### config.mk
export PLATFORM = sky130hd
export DESIGN_NAME = astx_top
export DESIGN_NICKNAME = d
export VERILOG_FILES = /design/src/astx_pkg.sv /design/src/astx_top.sv /design/src/astx_sync.sv /design/src/astx_baud.sv
export SDC_FILE = /design/constraint.sdc
export NUM_CORES = 1
export LEC_CHECK = 0
export BUFFER_PORTS_ARGS = -buffer_cell sky130_fd_sc_hd__buf_2
export CORE_MARGIN = 1
export CORE_UTILIZATION = 32
export DETAILED_ROUTE_END_ITERATION = 6
export HOLD_SLACK_MARGIN = 0.08
export PLACE_DENSITY = 0.49
export SYNTH_ARGS = -nofsm -noshare
export SYNTH_HDL_FRONTEND = slang
export SYNTH_SLANG_ARGS = --single-unit
### constraint.sdc
create_clock -name i_clk -period 3.7 [get_ports i_clk]
set_clock_uncertainty 0.05 [all_clocks]
set_input_delay 0.555 -clock i_clk [delete_from_list [all_inputs] [get_ports i_clk]]
set_output_delay 0.555 -clock i_clk [all_outputs]
set_load 0.05 [all_outputs]
### src/astx_pkg.sv
package astx_pkg;
	// Register indices on the plain port
	localparam logic [2:0] ADDR_CTRL = 3'h0;
	localparam logic [2:0] ADDR_BAUD = 3'h1;
	localparam logic [2:0] ADDR_DATA = 3'h2;
	localparam logic [2:0] ADDR_STAT = 3'h3;
	// Control register fields
	localparam int CTRL_TRANSMIT_ENABLE = 0;
	localparam int CTRL_SYNC = 1;
	localparam int CTRL_SERIAL_PORT_ENABLE = 2;
	localparam int CTRL_POL = 3;
	localparam int CTRL_NINE = 4;
	localparam int CTRL_B16 = 5;
	localparam int CTRL_IE = 6;
	localparam int CTRL_D8 = 7;
	localparam logic [7:0] CTRL_RESET = 8'h00;
	localparam logic [15:0] BAUD_RESET = 16'h0000;
	// Status register fields
	localparam int STAT_FLAG = 0;
	localparam int STAT_BUSY = 1;
	localparam int STAT_FULL = 2;
	// Frame bit counts
	localparam logic [3:0] BITS_EIGHT = 4'h8;
	localparam logic [3:0] BITS_NINE = 4'h9;
	// Write to flag valid delay in cycles
	localparam logic [1:0] FLAG_DELAY = 2'h2;
	typedef enum logic [1:0] {ASTX_IDLE, ASTX_START, ASTX_DATA, ASTX_STOP} astx_state_type;
endpackage

### src/astx_top.sv
`timescale 1ns/100ps
`default_nettype none
// Operation
// - Idle line rests at mark
// - Equal bits hold level, no return
// - Start, eight or nine data, stop
// - Start is space, stop is mark
// - Every bit lasts one baud period
// - Dedicated 8/16-bit baud divider
// - LSb first, shared format and rate
// - No hardware parity; ninth bit given
// - Shift register hidden, loads from buffer
// - Port enable makes pin an output
// - Buffer write starts; moves if empty
// - Queued char moves after stop bit
// - Polarity bit inverts idle and data
// - Polarity used in async only
// - Flag set while enabled, buffer empty
// - Enabling transmitter sets the flag
// - Flag valid second cycle after write
// - Flag read-only
// - Irq enable only gates the request
module astx_top
	import astx_pkg::*;
(
	// Clock and reset
	input wire logic i_clk,
	input wire logic i_rst_n,
	// Register port
	input wire logic [2:0] i_addr,
	input wire logic [15:0] i_wdata,
	input wire logic i_wr,
	input wire logic i_rd,
	output logic [15:0] o_rdata,
	// Serial pin
	output logic o_tx,
	output logic o_tx_oe_n,
	// Flag and gated request
	output logic o_tx_flag,
	output logic o_tx_irq
);
	typedef struct packed {
		logic [7:0] ctrl;
		logic [15:0] baud;
		logic [8:0] hold;
		logic full;
		logic [8:0] shreg;
		logic [3:0] bitn;
		logic [3:0] nbits;
		astx_state_type state;
		logic tx;
		logic oe_n;
		logic flag;
		logic [1:0] fdly;
		logic [15:0] rdata;
	} astx_top_type;
	astx_top_type st_r;
	astx_top_type st_nxt;
	logic rst_n;
	logic tick;
	logic restart;
	logic line;
	logic async_on;

	// Line level with optional inversion
	function automatic logic drive(input logic lvl, input logic inv);
		drive = lvl ^ inv;
	endfunction

	astx_sync u_sync
	(
		.i_clk(i_clk),
		.i_rst_n(i_rst_n),
		.o_rst_n(rst_n)
	);

	// Divider restarts when a frame begins so the start bit is whole
	assign restart = (st_r.state == ASTX_IDLE);
	astx_baud u_baud
	(
		.i_clk(i_clk),
		.i_rst_n(rst_n),
		.i_div(st_r.baud),
		.i_b16(st_r.ctrl[CTRL_B16]),
		.i_restart(restart),
		.o_tick(tick)
	);

	assign async_on = st_r.ctrl[CTRL_TRANSMIT_ENABLE] & st_r.ctrl[CTRL_SERIAL_PORT_ENABLE] & ~st_r.ctrl[CTRL_SYNC];

	// Main next-state logic
	always_comb
	begin
		st_nxt = st_r;
		line = 1'b1;
		// Register writes; shift register has no address
		if (i_wr)
		begin
			unique case (i_addr)
				ADDR_CTRL: st_nxt.ctrl = i_wdata[7:0];
				ADDR_BAUD: st_nxt.baud = i_wdata;
				ADDR_DATA:
				begin
					st_nxt.hold = i_wdata[8:0];
					st_nxt.full = 1'b1;
					st_nxt.fdly = FLAG_DELAY;
				end
				default: st_nxt.ctrl = st_r.ctrl; // Status read-only
			endcase
		end
		// Frame sequencing
		unique case (st_r.state)
			ASTX_IDLE:
			begin
				line = 1'b1;
				if (st_r.full && async_on)
				begin
					st_nxt.shreg = st_r.hold;
					st_nxt.full = 1'b0;
					st_nxt.nbits = st_r.ctrl[CTRL_NINE] ? BITS_NINE : BITS_EIGHT;
					st_nxt.state = ASTX_START;
				end
			end
			ASTX_START:
			begin
				line = 1'b0;
				if (tick)
				begin
					st_nxt.bitn = 4'h0;
					st_nxt.state = ASTX_DATA;
				end
			end
			ASTX_DATA:
			begin
				line = st_r.shreg[0];
				if (tick)
				begin
					st_nxt.shreg = {1'b0, st_r.shreg[8:1]};
					st_nxt.bitn = st_r.bitn + 4'h1;
					if (st_r.bitn + 4'h1 == st_r.nbits)
						st_nxt.state = ASTX_STOP;
				end
			end
			ASTX_STOP:
			begin
				line = 1'b1;
				if (tick)
				begin
					if (st_r.full && async_on)
					begin
						// Queued character moves in at once, start follows
						st_nxt.shreg = st_r.hold;
						st_nxt.full = 1'b0;
						st_nxt.nbits = st_r.ctrl[CTRL_NINE] ? BITS_NINE : BITS_EIGHT;
						st_nxt.state = ASTX_START;
					end
					else
						st_nxt.state = ASTX_IDLE;
				end
			end
		endcase
		// A write in the same cycle as the hand-off must survive
		if (i_wr && i_addr == ADDR_DATA)
			st_nxt.full = 1'b1;
		// Inversion only meaningful in async mode
		st_nxt.tx = drive(line, st_r.ctrl[CTRL_POL] & ~st_r.ctrl[CTRL_SYNC]);
		st_nxt.oe_n = ~st_r.ctrl[CTRL_SERIAL_PORT_ENABLE];
		// Flag lags a buffer write by two cycles
		if (st_r.fdly != 2'h0)
			st_nxt.fdly = st_r.fdly - 2'h1;
		// A fresh data write restarts the hold-off and freezes the flag
		if (i_wr && i_addr == ADDR_DATA)
			st_nxt.fdly = FLAG_DELAY;
		else if (st_r.fdly == 2'h0 || st_r.fdly == 2'h1)
			st_nxt.flag = st_r.ctrl[CTRL_TRANSMIT_ENABLE] & ~st_nxt.full;
		// Read data one cycle after the strobe
		st_nxt.rdata = 16'h0000;
		if (i_rd)
		begin
			unique case (i_addr)
				ADDR_CTRL: st_nxt.rdata = {8'h00, st_r.ctrl};
				ADDR_BAUD: st_nxt.rdata = st_r.baud;
				ADDR_DATA: st_nxt.rdata = {7'h00, st_r.hold};
				ADDR_STAT: st_nxt.rdata = {13'h0000, st_r.full, st_r.state != ASTX_IDLE, st_r.flag};
				default: st_nxt.rdata = 16'h0000;
			endcase
		end
	end

	always_ff @(posedge i_clk or negedge rst_n)
	begin
		if (!rst_n)
		begin
			st_r <= '0;
			st_r.ctrl <= CTRL_RESET;
			st_r.baud <= BAUD_RESET;
			st_r.tx <= 1'b1;
			st_r.oe_n <= 1'b1;
			st_r.state <= ASTX_IDLE;
		end
		else
			st_r <= st_nxt;
	end

	assign o_rdata = st_r.rdata;
	assign o_tx = st_r.tx;
	assign o_tx_oe_n = st_r.oe_n;
	assign o_tx_flag = st_r.flag;
	assign o_tx_irq = st_r.flag & st_r.ctrl[CTRL_IE];
endmodule
`default_nettype wire

### src/astx_sync.sv
`timescale 1ns/100ps
`default_nettype none
module astx_sync
(
	// Clock and raw reset
	input wire logic i_clk,
	input wire logic i_rst_n,
	// Released reset
	output logic o_rst_n
);
	typedef struct packed {
		logic s1;
		logic s2;
	} astx_sync_type;
	astx_sync_type st_r;
	astx_sync_type st_nxt;

	// Second stage only reads the first
	always_comb
	begin
		st_nxt.s1 = 1'b1;
		st_nxt.s2 = st_r.s1;
	end

	always_ff @(posedge i_clk or negedge i_rst_n)
	begin
		if (!i_rst_n)
			st_r <= '0;
		else
			st_r <= st_nxt;
	end

	assign o_rst_n = st_r.s2;
endmodule
`default_nettype wire

### src/astx_baud.sv
`timescale 1ns/100ps
`default_nettype none
module astx_baud
	import astx_pkg::*;
(
	// Clock and reset
	input wire logic i_clk,
	input wire logic i_rst_n,
	// Divider setup
	input wire logic [15:0] i_div,
	input wire logic i_b16,
	input wire logic i_restart,
	// Bit period tick
	output logic o_tick
);
	typedef struct packed {
		logic [15:0] cnt;
		logic tick;
	} astx_baud_type;
	astx_baud_type st_r;
	astx_baud_type st_nxt;
	logic [15:0] limit;

	// Eight bit mode only looks at the low byte
	assign limit = i_b16 ? i_div : {8'h00, i_div[7:0]};

	// Period is limit+1 cycles; restart aligns to a fresh bit
	always_comb
	begin
		st_nxt = st_r;
		st_nxt.tick = 1'b0;
		// Restart preloads one so the registered tick still gives limit+1 cycles
		if (i_restart)
			st_nxt.cnt = 16'h0001;
		else if (st_r.cnt >= limit)
		begin
			st_nxt.cnt = 16'h0000;
			st_nxt.tick = 1'b1;
		end
		else
			st_nxt.cnt = st_r.cnt + 16'h0001;
	end

	always_ff @(posedge i_clk or negedge i_rst_n)
	begin
		if (!i_rst_n)
			st_r <= '0;
		else
			st_r <= st_nxt;
	end

	assign o_tick = st_r.tick;
endmodule
`default_nettype wire

==> flow_summary.ini <==
[die]
die_x_um = 121.0
start_util_pct = 32.77
dieArea_sq_mm = 0.01464
placementRows = 43
core_sq_mm = 0.01383
die_h_um = 121.0
io_pins = 43

[sta]
finalSetupTns_ns = 0
slew_viol_final = 0
slew_headroom_pct = 28.44
hold_violations = 0
finalCritPeriodShare_pct = 62.08
setup_viol = 0
fmax_ghz = 0.4354
period_minus_slack_ns = 2.297
timing.hold.ws_ns = 0.3038
worst_slew_pin_slew_ns = 1.069
rsz0062_at_grt = no

[grt]
antenna_found_initial = 0
grt_first_pass_wirelength_um = 16570
grt_use_total_pct = 14.82
gr-total-overflow = 0
grt_max_degree = 73
grt_pass1_vias = 3078

[worst_setup_path]
worst_path_dominant_cell_family = compound AO/OA/AOI/OAI gates
crit_path_start_kind = flop
crit_buf_inv = 0
critPathMaxStageDelay_ns = 0.49
critPathRequiredTime_ns = 3.85
rr_startpoint = st_r[71]
cp.arrival_ns = 2.45
critPathMaxFanout = 15
r2r-end = u_baud.st_r[5]
critPathSlowestCell = dfrtp_1
crit_chain = nand2_1, ha_1, nand4_1, nor3_1, o2111ai_1, o211ai_4, nor2_1
r2r_cells = 7
rrSetupSlack_ns = 1.40
crit_path_end_kind = flop
critPathKind = flop to flop

[worst_hold_path]
whs_path_depth = 0
holdPathEnd = u_sync.o_rst_n
min-delay-start = u_sync.st_nxt[0]
hold_class = flop to flop

[power]
p_leak_nw = 2.416
p_comb_share_pct = 28.5
pwr-share-seq_pct = 44.0
power_density_mw_per_mm2 = 620.5
p_int_mw = 2.083
sw_frac_of_total_pct = 34.25
ir_drop_mv = 0.3030
p_clk_share_pct = 27.5
p_sw_mw = 1.085

[clock_tree]
cts_resized = 0
clock_latency_ns = 0.33
clock_sinks = 91
clkTransAtPathRegs_ns = 0.06
numCtsBuffers = 9
cts_tree = yes
h-tree-depth = 3
cts_buffer_depth = 2
clockRootBuffer = clkbuf_16

[drt]
via_count = 2970
drt_pass1_iterations = 4
ant_nets = 0
drt-total-wl_um = 9714
wl_per_cell_um = 15.54
drt_iter0_drc = 158
via_per_inst = 4.752
drcViolationCount = 0

[layout]
fin_nets = 490
final_cells = 625
area_delta_synth_final_pct = 12.68
postLayoutCoreUtil_pct = 36.92
diodes = 0
final_area_sq_mm = 0.005105
post_route_cells_drive_above_1_share_pct = 21.80

[place]
gp_congestion = 0.7837
placement.io_buffers = 42
placed_cell_area_sq_mm = 0.004813
hpwlAfterDp_um = 7205
placedCellCount = 609

[synth]
synth-edff-count = 0
synthFlopType = dfrtp_1
netlist_instances = 411
netlist_area_sq_mm = 0.004531
avgSynthCellArea_sq_um = 11.02
yosysMostFrequentCell = dfrtp_1
ys_seq_elements = 91
syn_nets = 460
ys_types = 50
synth_top_area_share_pct = 49.16
yosys-top-cells-area = dfrtp_1, ha_1, mux2_2, nor2_1, nand2_1
yosysSeqAreaShare_pct = 50.32
yosysWarningCount = 0
synth_top_cell_by_area = dfrtp_1
synth-async-reset-ratio_pct = 100.0
yosys-top-cells-count = dfrtp_1, nor2_1, nand2_1, mux2_2, ha_1

[flow_run]
drv_cap = 0

[outcome]
status = completed
worst max path at each step:
stage	from	end	slack, ns	depth (start not counted)
6_report	st_r[71]	u_baud.st_r[5]	1.40	7
5_1_grt	st_r[71]	u_baud.st_r[13]	1.20	7
4_1_cts	st_r[71]	u_baud.st_r[5]	1.35	7
3_5_place_dp	i_addr[1]	o_tx_flag	1.25	4
3_3_place_gp	i_addr[1]	o_tx_flag	1.32	4
2_1_floorplan	u_sync.o_rst_n	o_rdata[0]	0.93	0
layout by cell type, fill, tap and decap left out, drive strengths merged, types with 3 or more instances in the layout:
cell,instances
a21o,6
xor2,9
ha,26
mux2,27
mux4,3
and3,12
o21ai,22
dfrtp,89
nand2,37
buf,44
clkbuf,14
a22o,3
and4,3
nand2b,6
nand4,4
nand3,6
nor3,5
and2,5
nor3b,3
a22oi,8
nor2,40
mux2i,6
inv,18
xnor2,10
a21oi,13
logic make-up (layout without fill, tap and decap cells):
logic type	count (synthesis)	after routing	share of synthesized area (%)
mux	36	36	9.528
compound gates	67	67	10.19
simple gates	127	127	13.75
other cells	1	1	0.08277
fa+ha+maj	26	26	7.180
buf+inv	44	78	5.275
flops	91	91	50.32
xor+xnor	19	19	3.673
layout make-up:
cell class / count / area [sq um]
repair buffers: 45 / 235.2
multi-input cells: 276 / 2012
well taps: 180 / 225.2
inverters: 18 / 67.56
clock buffers: 14 / 274.0
fillers: 1391 / 8722
flip-flops and latches: 91 / 2283
clock inverters: 1 / 7.507
power by group through the flow:
| stage | sequential [mW] | combinational (mW) | clock [mW] |
|---|---|---|---|
| finish | 1.39 | 0.902 | 0.871 |
| CTS | 1.40 | 0.920 | 0.896 |
| floorplan | 1.39 | 0.707 | 0 |
| global route | 1.44 | 1.02 | 0.941 |
| detailed placement | 1.42 | 0.915 | 0 |
| global placement | 1.41 | 0.905 | 0 |
routing by layer:
layer	vias up	wire [um]	track usage (%)
li1	1472	-	-
met1	1472	4647	19.63
met2	17	4793	24.36
met3	9	168	3.102
met4	0	104	4.244
met5	-	0	0
worst reg2reg max path, delay by kind of cell (launching register included):
kind            cells  cell delay, ns
flops               1            0.49
compound gates      2            0.68
fa+ha+maj           1            0.34
simple gates        4            0.61
per-stage QoR:
| stage | power (mW) | worst slack [ns] |
|---|---|---|
| after floorplan | 2.100 | 0.9311 |
| after global placement | 2.315 | 1.320 |
| after detailed placement | 2.333 | 1.247 |
| after CTS | 3.215 | 1.352 |
| after global routing | 3.398 | 1.195 |
| final | 3.168 | 1.403 |
state kept, by name (all words and copies together), names as in the netlist:
signal / count
u_baud.o_tick: 1
u_baud.st_r: 16
o_rdata: 16
u_sync.o_rst_n: 1
u_sync.st_nxt: 1
o_tx_oe_n: 1
st_r: 53
o_tx: 1
o_tx_flag: 1
repair_timing:
action | 4_1_cts | 5_1_grt
hold endpoints to repair | 2 | 0
hold buffers | 1 | 0
setup buffers | 0 | 0
Note: power is estimated with default switching activity, not from simulation.
